File: src/core/divp_pkg.sv
// package for the interrupt vector and priority block: offsets, layouts, slots
// assumes one 100 MHz clock domain shared with the core and the peripherals
package divp_pkg;

  // register port: word index on a narrow address
  localparam int ADDR_W = 4;
  localparam int DATA_W = 16;
  localparam logic [ADDR_W-1:0] OFS_FLAGS = 4'h0;
  localparam logic [ADDR_W-1:0] OFS_MASK = 4'h1;
  localparam logic [ADDR_W-1:0] OFS_DMA_PRIO = 4'h2;
  localparam logic [ADDR_W-1:0] OFS_STATUS = 4'h3;

  // reset values
  localparam logic [DATA_W-1:0] FLAGS_RESET = 16'h0000;
  localparam logic [DATA_W-1:0] MASK_RESET = 16'h0000;
  localparam logic [3:0] DMA_PRIO_RESET = 4'h0;
  localparam logic [DATA_W-1:0] FLAGS_USED = 16'h3FFF;

  // flag and mask bit positions
  localparam int NUM_MASKABLE = 14;
  localparam int BIT_EXT0 = 0;
  localparam int BIT_EXT1 = 1;
  localparam int BIT_EXT2 = 2;
  localparam int BIT_TIMER0 = 3;
  localparam int BIT_SER0_RX = 4;
  localparam int BIT_SER0_TX = 5;
  localparam int BIT_SHARE_DMA0 = 6;
  localparam int BIT_SHARE_DMA1 = 7;
  localparam int BIT_EXT3 = 8;
  localparam int BIT_HOST = 9;
  localparam int BIT_SHARE_DMA2 = 10;
  localparam int BIT_SHARE_DMA3 = 11;
  localparam int BIT_DMA4 = 12;
  localparam int BIT_DMA5 = 13;

  // select bits in the dma priority and enable register
  localparam int SEL_DMA0 = 0;
  localparam int SEL_DMA1 = 1;
  localparam int SEL_DMA2 = 2;
  localparam int SEL_DMA3 = 3;

  // vector slots and priorities
  localparam logic [6:0] SLOT_RESET = 7'h00;
  localparam logic [6:0] SLOT_NMI = 7'h04;
  localparam logic [6:0] SLOT_MASK_BASE = 7'h40;
  localparam logic [4:0] PRIO_NONE = 5'h00;
  localparam logic [4:0] PRIO_RESET = 5'h01;
  localparam logic [4:0] PRIO_NMI = 5'h02;
  localparam logic [4:0] PRIO_MASK_BASE = 5'h03;
  localparam logic [4:0] TRAP_NMI = 5'h10;
  localparam logic [4:0] TRAP_LAST = 5'h1E;
  localparam logic [4:0] TRAP_SLOT_BIAS = 5'h0F;

  // one-cycle event pulses from on-chip sources
  typedef struct packed {
    logic dma_ch5_request;
    logic dma_ch4_request;
    logic dma_ch3_request;
    logic dma_ch2_request;
    logic dma_ch1_request;
    logic dma_ch0_request;
    logic host_port_request;
    logic serial1_tx_request;
    logic serial1_rx_request;
    logic timer_one_request;
    logic serial0_tx_request;
    logic serial0_rx_request;
    logic timer_zero_request;
  } divp_src_t;

  // request handed to the core
  typedef struct packed {
    logic valid;
    logic [6:0] slot;
    logic [4:0] prio;
  } divp_take_t;

endpackage : divp_pkg

File: src/core/divp_top.sv
// interrupt vector and priority logic: flag, mask and dma select registers,
// pin synchronisers and a fixed-priority arbiter handing slots to the core
// assumes peripheral pulses and core signals share clk_sys_in; pins are async
//
// How it works
// (RQ1) slots four words apart; traps 17-30 unprioritised
// (RQ2) reset to slot 00, nmi to 04
// (RQ3) external requests 0-2 to slots 40-48
// (RQ4) timer 0 and serial 0 to 4C-54
// (RQ5) slot 58 reserved, or dma channel 0
// (RQ6) slot 5C timer 1, or dma channel 1
// (RQ7) external 3 to 60, host to 64
// (RQ8) slot 68 serial 1 receive, or dma 2
// (RQ9) slot 6C serial 1 transmit, or dma 3
// (RQ10) dma 4 and 5 to 70, 74
// (RQ11) dma select register picks shared sources
// (RQ12) low flag/mask bits fixed; 15-14 reserved
// (RQ13) upper flag/mask bits per shared layout
// (RQ14) smallest priority number served first
// (RQ15) flag and mask both needed; reset, nmi unmasked
`timescale 1ns/100ps
`default_nettype none

module divp_top (
  input wire logic clk_sys_in,
  input wire logic rst_b_in,
  input wire logic [divp_pkg::ADDR_W-1:0] reg_addr_in,
  input wire logic [divp_pkg::DATA_W-1:0] reg_wdata_in,
  input wire logic reg_wr_in,
  input wire logic reg_rd_in,
  output logic [divp_pkg::DATA_W-1:0] reg_rdata_out,
  input wire logic reset_pin_request_b_in,
  input wire logic nmi_request_b_in,
  input wire logic ext_request_zero_b_in,
  input wire logic ext_request_one_b_in,
  input wire logic ext_request_two_b_in,
  input wire logic ext_request_three_b_in,
  input wire divp_pkg::divp_src_t periph_req_in,
  input wire logic soft_reset_trap_in,
  input wire logic soft_trap_valid_in,
  input wire logic [4:0] soft_trap_num_in,
  input wire logic core_ready_in,
  output divp_pkg::divp_take_t take_out
);
  import divp_pkg::*;

  localparam int NUM_PINS = 6;

  // reset release through two flops
  logic rst_meta_r;
  logic rst_n;

  always_ff @(posedge clk_sys_in or negedge rst_b_in) begin
    if (!rst_b_in) begin
      rst_meta_r <= 1'b0;
      rst_n <= 1'b0;
    end else begin
      rst_meta_r <= 1'b1;
      rst_n <= rst_meta_r;
    end
  end

  // pin synchronisers; idle high so release gives no false edge
  logic [NUM_PINS-1:0] pin_raw;
  logic [NUM_PINS-1:0] pin_meta_r;
  logic [NUM_PINS-1:0] pin_sync_r;
  logic [NUM_PINS-1:0] pin_prev_r;
  logic [NUM_PINS-1:0] pin_fall;

  assign pin_raw = {reset_pin_request_b_in, nmi_request_b_in, ext_request_three_b_in,
                    ext_request_two_b_in, ext_request_one_b_in, ext_request_zero_b_in};

  genvar gp;
  generate
    for (gp = 0; gp < NUM_PINS; gp++) begin : g_pin
      always_ff @(posedge clk_sys_in or negedge rst_n) begin
        if (!rst_n) begin
          pin_meta_r[gp] <= 1'b1;
          pin_sync_r[gp] <= 1'b1;
          pin_prev_r[gp] <= 1'b1;
        end else begin
          pin_meta_r[gp] <= pin_raw[gp];
          pin_sync_r[gp] <= pin_meta_r[gp];
          pin_prev_r[gp] <= pin_sync_r[gp];
        end
      end
      // edge seen only past the second flop
      assign pin_fall[gp] = pin_prev_r[gp] & ~pin_sync_r[gp];
    end
  endgenerate

  wire ext0_fall = pin_fall[0];
  wire ext1_fall = pin_fall[1];
  wire ext2_fall = pin_fall[2];
  wire ext3_fall = pin_fall[3];
  wire nmi_fall = pin_fall[4];
  wire rst_pin_fall = pin_fall[5];

  // registers
  logic [DATA_W-1:0] flags_r;
  logic [DATA_W-1:0] flags_nxt;
  logic [DATA_W-1:0] mask_r;
  logic [3:0] dma_sel_r;
  logic reset_pend_r;
  logic nmi_pend_r;
  logic trap_pend_r;
  logic [4:0] trap_num_r;
  divp_take_t take_r;
  logic [DATA_W-1:0] rdata_r;

  // address decode
  wire wr_flags = reg_wr_in && (reg_addr_in == OFS_FLAGS);
  wire wr_mask = reg_wr_in && (reg_addr_in == OFS_MASK);
  wire wr_dma = reg_wr_in && (reg_addr_in == OFS_DMA_PRIO);

  // shared slots follow the select bits for flag and mask alike
  wire share6 = dma_sel_r[SEL_DMA0] & periph_req_in.dma_ch0_request; // (RQ5) (RQ11)
  wire share7 = dma_sel_r[SEL_DMA1] ? periph_req_in.dma_ch1_request
                                    : periph_req_in.timer_one_request; // (RQ6) (RQ11)
  wire share10 = dma_sel_r[SEL_DMA2] ? periph_req_in.dma_ch2_request
                                     : periph_req_in.serial1_rx_request; // (RQ8) (RQ11)
  wire share11 = dma_sel_r[SEL_DMA3] ? periph_req_in.dma_ch3_request
                                     : periph_req_in.serial1_tx_request; // (RQ9) (RQ11)

  logic [DATA_W-1:0] set_vec;
  always_comb begin
    set_vec = '0;
    set_vec[BIT_EXT0] = ext0_fall; // (RQ3) (RQ12)
    set_vec[BIT_EXT1] = ext1_fall; // (RQ3) (RQ12)
    set_vec[BIT_EXT2] = ext2_fall; // (RQ3) (RQ12)
    set_vec[BIT_TIMER0] = periph_req_in.timer_zero_request; // (RQ4) (RQ12)
    set_vec[BIT_SER0_RX] = periph_req_in.serial0_rx_request; // (RQ4) (RQ12)
    set_vec[BIT_SER0_TX] = periph_req_in.serial0_tx_request; // (RQ4) (RQ12)
    set_vec[BIT_SHARE_DMA0] = share6; // (RQ13)
    set_vec[BIT_SHARE_DMA1] = share7; // (RQ13)
    set_vec[BIT_EXT3] = ext3_fall; // (RQ7) (RQ13)
    set_vec[BIT_HOST] = periph_req_in.host_port_request; // (RQ7) (RQ13)
    set_vec[BIT_SHARE_DMA2] = share10; // (RQ13)
    set_vec[BIT_SHARE_DMA3] = share11; // (RQ13)
    set_vec[BIT_DMA4] = periph_req_in.dma_ch4_request; // (RQ10) (RQ13)
    set_vec[BIT_DMA5] = periph_req_in.dma_ch5_request; // (RQ10) (RQ13)
  end

  // arbitration
  function automatic logic [3:0] first_set(input logic [NUM_MASKABLE-1:0] v);
    logic [3:0] idx;
    idx = 4'h0;
    for (int i = NUM_MASKABLE - 1; i >= 0; i--) begin
      if (v[i]) begin
        idx = 4'(i);
      end
    end
    return idx;
  endfunction : first_set

  wire [NUM_MASKABLE-1:0] live = flags_r[NUM_MASKABLE-1:0] & mask_r[NUM_MASKABLE-1:0]; // (RQ15)
  wire any_live = |live;
  wire [3:0] win_idx = first_set(live); // (RQ14)
  wire [6:0] win_slot = SLOT_MASK_BASE + {1'b0, win_idx, 2'b00}; // (RQ1)
  wire [4:0] win_prio = PRIO_MASK_BASE + {1'b0, win_idx}; // (RQ14)
  wire [6:0] trap_slot = {trap_num_r - TRAP_SLOT_BIAS, 2'b00}; // (RQ1)
  wire trap_ok = soft_trap_valid_in && (soft_trap_num_in >= TRAP_NMI)
                 && (soft_trap_num_in <= TRAP_LAST);

  divp_take_t pick;
  logic [DATA_W-1:0] take_clr;
  logic take_reset;
  logic take_nmi;
  logic take_trap;

  // reset ahead of nmi ahead of traps ahead of maskable sources
  always_comb begin
    pick = '0;
    take_clr = '0;
    take_reset = 1'b0;
    take_nmi = 1'b0;
    take_trap = 1'b0;
    if (reset_pend_r) begin
      pick = '{valid: 1'b1, slot: SLOT_RESET, prio: PRIO_RESET}; // (RQ2) (RQ15)
      take_reset = core_ready_in;
    end else if (nmi_pend_r) begin
      pick = '{valid: 1'b1, slot: SLOT_NMI, prio: PRIO_NMI}; // (RQ2) (RQ15)
      take_nmi = core_ready_in;
    end else if (trap_pend_r) begin
      // traps run from an instruction, so only trap 16 carries a level, that of nmi
      pick = '{valid: 1'b1, slot: trap_slot,
               prio: (trap_num_r == TRAP_NMI) ? PRIO_NMI : PRIO_NONE}; // (RQ1)
      take_trap = core_ready_in;
    end else if (any_live) begin
      pick = '{valid: 1'b1, slot: win_slot, prio: win_prio}; // (RQ14)
      take_clr[win_idx] = core_ready_in;
    end
  end

  // hardware set wins over software or take clear
  assign flags_nxt = (((flags_r & ~take_clr & ~(wr_flags ? reg_wdata_in : '0)))
                     | set_vec) & FLAGS_USED; // (RQ12)

  always_ff @(posedge clk_sys_in or negedge rst_n) begin
    if (!rst_n) begin
      flags_r <= FLAGS_RESET;
      mask_r <= MASK_RESET;
      dma_sel_r <= DMA_PRIO_RESET;
    end else begin
      flags_r <= flags_nxt;
      if (wr_mask) begin
        mask_r <= reg_wdata_in & FLAGS_USED; // (RQ12)
      end
      if (wr_dma) begin
        dma_sel_r <= reg_wdata_in[3:0]; // (RQ11)
      end
    end
  end

  // core comes out of reset owing the reset vector
  always_ff @(posedge clk_sys_in or negedge rst_n) begin
    if (!rst_n) begin
      reset_pend_r <= 1'b1;
      nmi_pend_r <= 1'b0;
    end else begin
      reset_pend_r <= rst_pin_fall | soft_reset_trap_in | (reset_pend_r & ~take_reset); // (RQ2)
      nmi_pend_r <= nmi_fall | (nmi_pend_r & ~take_nmi); // (RQ2)
    end
  end

  // one trap held; a second trap before the first is taken is dropped
  always_ff @(posedge clk_sys_in or negedge rst_n) begin
    if (!rst_n) begin
      trap_pend_r <= 1'b0;
      trap_num_r <= TRAP_NMI;
    end else if (trap_ok && (!trap_pend_r || take_trap)) begin
      trap_pend_r <= 1'b1;
      trap_num_r <= soft_trap_num_in;
    end else if (take_trap) begin
      trap_pend_r <= 1'b0;
    end
  end

  always_ff @(posedge clk_sys_in or negedge rst_n) begin
    if (!rst_n) begin
      take_r <= '0;
    end else begin
      take_r <= core_ready_in ? pick : '0;
    end
  end

  // read path, answered the cycle after the strobe
  wire [DATA_W-1:0] status_word = {1'b0, reset_pend_r, nmi_pend_r, trap_pend_r,
                                   5'h00, pick.slot};
  logic [DATA_W-1:0] rd_mux;
  always_comb begin
    if (reg_addr_in == OFS_FLAGS) begin
      rd_mux = flags_r;
    end else if (reg_addr_in == OFS_MASK) begin
      rd_mux = mask_r;
    end else if (reg_addr_in == OFS_DMA_PRIO) begin
      rd_mux = {12'h000, dma_sel_r};
    end else if (reg_addr_in == OFS_STATUS) begin
      rd_mux = status_word;
    end else begin
      rd_mux = '0;
    end
  end

  always_ff @(posedge clk_sys_in or negedge rst_n) begin
    if (!rst_n) begin
      rdata_r <= '0;
    end else begin
      rdata_r <= reg_rd_in ? rd_mux : '0;
    end
  end

  assign reg_rdata_out = rdata_r;
  assign take_out = take_r;

  property p_reset_first;
    @(posedge clk_sys_in) disable iff (!rst_n)
    (reset_pend_r && core_ready_in) |=> (take_r.valid && take_r.slot == 7'h00
                                         && take_r.prio == 5'h01);
  endproperty
  a_reset_first: assert property (p_reset_first) else $error("reset slot wrong"); // RQ2

  property p_nmi_slot;
    @(posedge clk_sys_in) disable iff (!rst_n)
    (!reset_pend_r && nmi_pend_r && core_ready_in)
      |=> (take_r.slot == 7'h04 && take_r.prio == 5'h02);
  endproperty
  a_nmi_slot: assert property (p_nmi_slot) else $error("nmi slot wrong"); // RQ2

  property p_slot_step;
    @(posedge clk_sys_in) disable iff (!rst_n)
    (take_r.valid && take_r.prio >= 5'h03)
      |-> (take_r.slot == 7'h40 + 7'({take_r.prio - 5'h03, 2'b00}));
  endproperty
  a_slot_step: assert property (p_slot_step) else $error("slot and priority mismatch"); // RQ1

  property p_masked_gate;
    @(posedge clk_sys_in) disable iff (!rst_n)
    (take_r.valid && take_r.prio >= 5'h03)
      |-> ((($past(live) >> (take_r.prio - 5'h03)) & 14'h0001) == 14'h0001);
  endproperty
  a_masked_gate: assert property (p_masked_gate) else $error("masked source taken"); // RQ15

  property p_lowest_first;
    @(posedge clk_sys_in) disable iff (!rst_n)
    (take_r.valid && take_r.prio >= 5'h03)
      |-> (($past(live) & ((14'h0001 << (take_r.prio - 5'h03)) - 14'h0001)) == 14'h0000);
  endproperty
  a_lowest_first: assert property (p_lowest_first) else $error("lower level skipped"); // RQ14

  property p_trap_range;
    @(posedge clk_sys_in) disable iff (!rst_n)
    (take_r.valid && take_r.prio == 5'h00)
      |-> (take_r.slot >= 7'h08 && take_r.slot <= 7'h3C);
  endproperty
  a_trap_range: assert property (p_trap_range) else $error("trap slot out of range"); // RQ1

  property p_reserved_zero;
    @(posedge clk_sys_in) disable iff (!rst_n)
    (flags_r[15:14] == 2'b00) && (mask_r[15:14] == 2'b00);
  endproperty
  a_reserved_zero: assert property (p_reserved_zero) else $error("reserved bit set"); // RQ12

  property p_dma0_select;
    @(posedge clk_sys_in) disable iff (!rst_n)
    (periph_req_in.dma_ch0_request && dma_sel_r[0]) |=> flags_r[6];
  endproperty
  a_dma0_select: assert property (p_dma0_select) else $error("dma 0 flag lost"); // RQ5

  property p_timer1_default;
    @(posedge clk_sys_in) disable iff (!rst_n)
    (periph_req_in.timer_one_request && !dma_sel_r[1]) ##1 !flags_r[7] |-> 1'b0;
  endproperty
  a_timer1_default: assert property (p_timer1_default) else $error("timer 1 flag lost"); // RQ6

  property p_ext_edge;
    @(posedge clk_sys_in) disable iff (!rst_n)
    $fell(pin_sync_r[3]) |=> flags_r[8];
  endproperty
  a_ext_edge: assert property (p_ext_edge) else $error("external 3 flag lost"); // RQ7

endmodule : divp_top

`default_nettype wire

File: config.mk
export PLATFORM = sky130hd
export DESIGN_NAME = divp_top
export DESIGN_NICKNAME = d
export VERILOG_FILES = /design/src/core/divp_pkg.sv /design/src/core/divp_top.sv
export SDC_FILE = /design/constraint.sdc
export NUM_CORES = 1
export LEC_CHECK = 0
export ABC_AREA = 1
export BUFFER_PORTS_ARGS = -buffer_cell sky130_fd_sc_hd__buf_2
export CAP_MARGIN = 10
export CELL_PAD_IN_SITES_DETAIL_PLACEMENT = 0
export CELL_PAD_IN_SITES_GLOBAL_PLACEMENT = 1
export CORE_MARGIN = 1.5
export CORE_UTILIZATION = 44
export DETAILED_ROUTE_END_ITERATION = 8
export PLACE_DENSITY = 0.91
export SLEW_MARGIN = 5
export SYNTH_ARGS = -nofsm -noshare
export SYNTH_HDL_FRONTEND = slang
export SYNTH_SLANG_ARGS = --single-unit
File: constraint.sdc
create_clock -name clk_sys_in -period 3.91 [get_ports clk_sys_in]
set_input_delay 0 -clock clk_sys_in [delete_from_list [all_inputs] [get_ports clk_sys_in]]
set_output_delay 0 -clock clk_sys_in [all_outputs]
set_load 0.005 [all_outputs]
# ---- Yosys cells after proc, flatten, opt, wreduce, memory -nomap -nowiden
# Cells that the tools add are included.
# Widths: inputs -> output; s select.
dict set report word_totals {
  out_inout_bits 29
  input_bits 51
  reg_bits 89
  word_cells 124
}
dict set report op_classes {
  n_bitwise 27
  n_addsub 3
  n_eq_ne 4
  reduce_logical 12
  order_cmp 4
  mux 43
}
# operator n
set ops {}
lappend ops {{$mux 14} 5}
lappend ops {{$mux 13} 5}
lappend ops {{$mux 16} 4}
lappend ops {{$and 14x14->14} 4}
lappend ops {{$mux 4} 14}
lappend ops {{$not 14->14} 2}
lappend ops {{$mux 15} 1}
lappend ops {{$or 14x14->14} 1}
lappend ops {{$reduce_or 14->1} 1}
lappend ops {{$mux 1} 12}
lappend ops {{$and 1x1->1} 9}
lappend ops {{$eq 4x2->1 const B} 2}
lappend ops {{$not 1->1} 8}
lappend ops {{$add 7x6->7 const A} 1}
lappend ops {{$logic_and 1x1->1} 7}
lappend ops {{$add 2x4->5 const A} 1}
lappend ops {{$eq 5x5->1 const B} 1}
lappend ops {{$ge 5x5->1 const B} 1}
lappend ops {{$le 5x5->1 const B} 1}
lappend ops {{$lt 4x5->1 const B} 1}
lappend ops {{$sub 5x4->5 const B} 1}
lappend ops {{$demux 1 s4} 1}
lappend ops {{$eq 4x1->1 const B} 1}
lappend ops {{$ge 4x1->1 const B} 1}
lappend ops {{other kinds (6)} 8}

# ---- Longest topological paths before layout
dict set report logic_depth {
  depth_word 28
  depth_mapped 20
  ltp_nobuf 20
}

# ---- Worst setup path after synthesis
# No wires, ideal clock.
dict set report synth_timing {
  path_type {register -> register}
  start {reg flags_r[12]}
  end {reg flags_r[7]}
  slack_ps 2224
  path_buffers 0
  t_required_ps 3785
  arrival_ps 1561
  period_less_slack_ps 1686
  setup_time_ps 125
  stages_incl_launch_ff 20
  cell_sequence {dfrtp_1 > nand2_1 > nand2_1 > nand2_1 > nand2_1 > nand2_1 > nand2_1 > nand2_1 > nand2_1 > nand2_1 > nand2_1 > nand2_1 > nand2_1 > nand2_1 > nand2_2 > inv_1 > ha_1 > nand2_1 > o221ai_1 > nand2_1}
}
dict set report synth_between {
  elab_chain_len 27
}
# item line
set synth_lines {}
lappend synth_lines {{from (decl)} divp_top.sv:100} ;# logic [DATA_W-1:0] flags_r;
lappend synth_lines {{from (signal assigned)} divp_top.sv:205} ;# flags_r <= flags_nxt;
lappend synth_lines {{$and 14x14->14 (*)} divp_top.sv:156} ;# wire [NUM_MASKABLE-1:0] live = flags_r[NUM_MASKABLE-1:0] & mask_r[NUM_MASKABLE-1:0];
lappend synth_lines {{$mux 4 (13 in series)} divp_top.sv:149} ;# if (v[i]) begin
lappend synth_lines {{$lt 4x5->1 (not written as such) or $ge 4x1->1 (tied branches)} divp_top.sv:191} ;# take_clr[win_idx] = core_ready_in;
lappend synth_lines {{$logic_and 1x1->1 (not written as such)} divp_top.sv:191}
lappend synth_lines {{$mux 1 (not written as such)} divp_top.sv:191}
lappend synth_lines {{$demux 1 s4} divp_top.sv:191}
lappend synth_lines {{$and 14x14->14 (no source line)} -}
lappend synth_lines {{$mux 14 (*)} divp_top.sv:189} ;# end else if (any_live) begin
lappend synth_lines {{$mux 14 (*)} divp_top.sv:184} ;# end else if (trap_pend_r) begin
lappend synth_lines {{$mux 14 (*)} divp_top.sv:181} ;# end else if (nmi_pend_r) begin
lappend synth_lines {{$mux 14 (*)} divp_top.sv:178} ;# if (reset_pend_r) begin
lappend synth_lines {{$not 14->14 (*)} divp_top.sv:196} ;# assign flags_nxt = (((flags_r & ~take_clr & ~(wr_flags ? reg_wdata_in : '0)))
lappend synth_lines {{$and 14x14->14 (*) (2 in series)} divp_top.sv:196}
lappend synth_lines {{$or 14x14->14 (*)} divp_top.sv:197} ;# | set_vec) & FLAGS_USED;
lappend synth_lines {{net flags_nxt[7]} divp_top.sv:101} ;# logic [DATA_W-1:0] flags_nxt;
# The timed path passes the listed nets; every way through them passes the cells marked *.
# A chain may end at the register's enable or synchronous reset.

# ---- Final worst setup path
dict set report layout_timing {
  start {reg nmi_pend_r}
  end {reg trap_num_r[4]}
}
dict set report layout_between {
  elab_chain_len 4
}
# item line
set layout_lines {}
lappend layout_lines {{from (decl)} divp_top.sv:105} ;# logic nmi_pend_r;
lappend layout_lines {{from (signal assigned)} divp_top.sv:222} ;# nmi_pend_r <= nmi_fall | (nmi_pend_r & ~take_nmi);
lappend layout_lines {{$mux 1} divp_top.sv:181}
lappend layout_lines {{$mux 1} divp_top.sv:178}
lappend layout_lines {{$logic_or 1x1->1} divp_top.sv:231} ;# end else if (trap_ok && (!trap_pend_r || take_trap)) begin
lappend layout_lines {{$logic_and 1x1->1} divp_top.sv:231}
lappend layout_lines {{to (signal assigned)} divp_top.sv:233} ;# trap_num_r <= soft_trap_num_in;
lappend layout_lines {{to (decl)} divp_top.sv:107} ;# logic [4:0] trap_num_r;
# Every way passes these cells.

==> results by group <==
Setup path
  • Setup crit start kind: flip-flop
  • CP arrival: 2.45 ns
  • Worst setup EP type: flip-flop
  • Sum of buffers and inverters on the critical path: 2
  • Cell Chain, Critical Path: nor2_1, inv_1, o21ai_0, nand4_2, dlygate4sd3_1, nand2_1
  • Max incr delay on CP: 0.65 ns
  • CP required: 4.21 ns
  • CP max FO: 10
  • Crit path kind: reg2reg
  • Crit path max-delay cell type: dlygate4sd3_1
  • Delay-heaviest family, CP: buffers and inverters

Finish
  • Share of cells above drive strength 1: 24.1%
  • Area growth syn-to-layout: 29.6%
  • Antenna cell count: 0
  • Commonest non-fill, non-tap cell in the layout: nand2_1
  • Most frequent cells in the layout: nand2_1, buf_2, dfrtp_1
  • Final nets: 605
  • Fillers: 716

STA
  • Fin. Hold Viols: 0
  • RSZ-0062 raised after global routing: false
  • Worst Tran Pin Value: 1.03 ns
  • Slew headroom: 31.5%
  • Crit path time final: 2.15 ns
  • TNS Setup: 0 ns
  • Worst Clk Skew: 0.0107 ns
  • Final setup vio count: 0
  • Final cycle utilization of the critical path: 55.0%
  • Upper clock frequency limit: 465 MHz
  • Final Max Slew Viols: 0

GRT
  • Largest net degree at the start of global routing: 85
  • Gr usage total: 21.4%
  • Antenna violations before repair: 0
  • Total grt overflow: 0
  • First-pass GRT wire length: 14700 um
  • Vias in the first global route: 3217

Clock network
  • H-tree depth: 3
  • CTS root buf: clkbuf_8
  • CTS-repair resized insts: 0
  • Post-CTS setup buffer count: 0
  • TritonCTS buffer count: 9
  • Clock buffer depth: 2
  • Clk slew on worst S/H paths: 0.09 ns
  • Post-CTS Hold Fix Bufs: 44
  • CTS sink count: 86
  • CTS tree: done
  • Clk Latency, worst-skew pair: 0.36 ns

Min path
  • Min-delay worst type: in2reg

Drt
  • Uppermost layer routed: met4
  • Vias per cell: 4.95
  • Routed wire per std cell: 14.0 um
  • Residual DRC count: 0
  • Met1 wire length: 3990 um
  • WL final: 9200 um
  • Total number of vias: 3253
  • TritonRoute pass-1 iters: 4
  • WL met2: 4530 um
  • Metal3 WL: 493 um
  • Final antenna-violating net count: 0
  • Initial DRC Count: 176

Pwr
  • Total Power: 2.30 mW
  • Worst vdd ir: 0.000213 V
  • Leakage Power: 2.50 nW
  • Pwr Density: 463 nW/um^2

Synth
  • Sequential share of the synthesized area: 56.9%
  • Netlist cell types: 38
  • Avg Inst Size Synth: 9.00 um^2
  • Ys Warns: 0
  • Number of enable flip-flop cells after synthesis: 0
  • Fraction of registers with async set/reset: 100%
  • Post-Syn Instances: 425
  • FF+latch count, synth: 86
  • Area of the mapped netlist: 3830 um^2
  • Post-synth top flop: dfrtp_1

Floorplan
  • Cell row count: 33
  • Die Height: 96.3 um
  • Area of the core: 8300 um^2
  • IO Count: 80
  • Die area: 9260 um^2
  • Starting density of the core: 46.1%
  • Die X: 96.3 um

Outcome
  • Run status: completed

Placement
  • HPWL after DPL: 6160 um
  • PortBufs: 74
  • GPL Wtd Cong: 0.866

Flow run
  • Number of max-cap violations: 0
## flip-flops by register name, indices dropped and copies added, names as in the netlist, 4 cells and up
signal         cells
take_out          11
pin_prev_r         6
pin_meta_r         6
mask_r            14
flags_r           14
dma_sel_r          4
pin_sync_r         6
trap_num_r         5
reg_rdata_out     15
## cell type report
class / instances / area (um^2) / share of cell area (%)
Sequential cell: 86 / 2180 / 44.0
Multi-Input combinational cell: 273 / 1380 / 27.8
Timing Repair Buffer: 119 / 818 / 16.5
Inverter: 58 / 218 / 4.39
Clock buffer: 10 / 138 / 2.77
Tap cell: 105 / 131 / 2.65
Clock inverter: 6 / 93.8 / 1.89
## Yosys cell counts, drive strengths merged, types with 2 or more instances
cell type  instances  share of area, %
nor3               7               1.3
mux2i              3              0.78
a31oi              5              0.82
o21bai             7               1.4
buf                6               1.1
a21oi             21               2.8
o21ai             45               6.0
conb               2              0.20
nand4              4              0.82
clkbuf             4              0.39
dfstp             20                14
o22ai              5              0.82
inv               56               5.5
ha                 7               2.3
clkinv             2              0.20
o221ai             2              0.46
a31o               2              0.46
dfrtp             66                43
nand3              5              0.78
nand2            111                12
nor2              41               4.3
## path summary, 6_finish.rpt
path	start	to	slack, ns	cells past startpoint
max	nmi_pend_r$_DFF_PN0_	trap_num_r[4]$_DFFE_PN1P_	1.76	6
min reg2reg	pin_meta_r[4]$_DFF_PN1_	pin_sync_r[4]$_DFF_PN1_	0.36	0
min in group asynchronous	rst_b_in	rst_n$_DFF_PN0_	0.47	3
max reg2reg	nmi_pend_r$_DFF_PN0_	trap_num_r[4]$_DFFE_PN1P_	1.76	6
min	soft_trap_num_in[4]	trap_pend_r$_DFFE_PN0P_	0.04	3
max in group asynchronous	rst_n$_DFF_PN0_	take_out[2]$_DFF_PN0_	2.72	0
## worst reg2reg max path: stages, from the launching register on
cell	delay (ns)
dfrtp_1	0.42
nor2_1	0.22
inv_1	0.14
o21ai_0	0.32
nand4_2	0.28
dlygate4sd3_1	0.65
nand2_1	0.06
## routing by layer
metal | GRT usage, % | up-vias
li1 | - | 1599
met1 | 27.4 | 1547
met2 | 35.7 | 92
met3 | 4.03 | 15
met4 | 8.33 | 0
met5 | 0 | -
## logic make-up after synthesis
family | Yosys count | share of synthesized area [%]
AOI/OAI and AO/OA | 89 | 13.2
adders and majority gates | 7 | 2.29
buffers and inverters | 68 | 7.23
DFF | 86 | 56.9
muxes | 3 | 0.785
other | 2 | 0.196
and+or+nand+nor | 170 | 19.4
## power by group
part,internal (mW),switching (mW),total (mW)
Clock,0.382,0.327,0.709
Sequential,0.987,0.0861,1.07
Combinational,0.202,0.314,0.516
Total,1.57,0.727,2.30
## through the flow
stage	cell area [um^2]	utilization [%]	worst slack (ns)	hold WS (ns)	cells
after global routing	4960	59.8	1.62	0.0828	657
after global placement	4290	51.7	1.84	-0.215	597
after CTS	4960	59.8	1.78	0.0360	657
after detailed placement	4290	51.7	1.78	-0.214	597
final	4960	59.8	1.76	0.0428	657
after floorplan	3830	-	1.37	-0.296	427
Note: power is estimated with default switching activity, not from simulation.
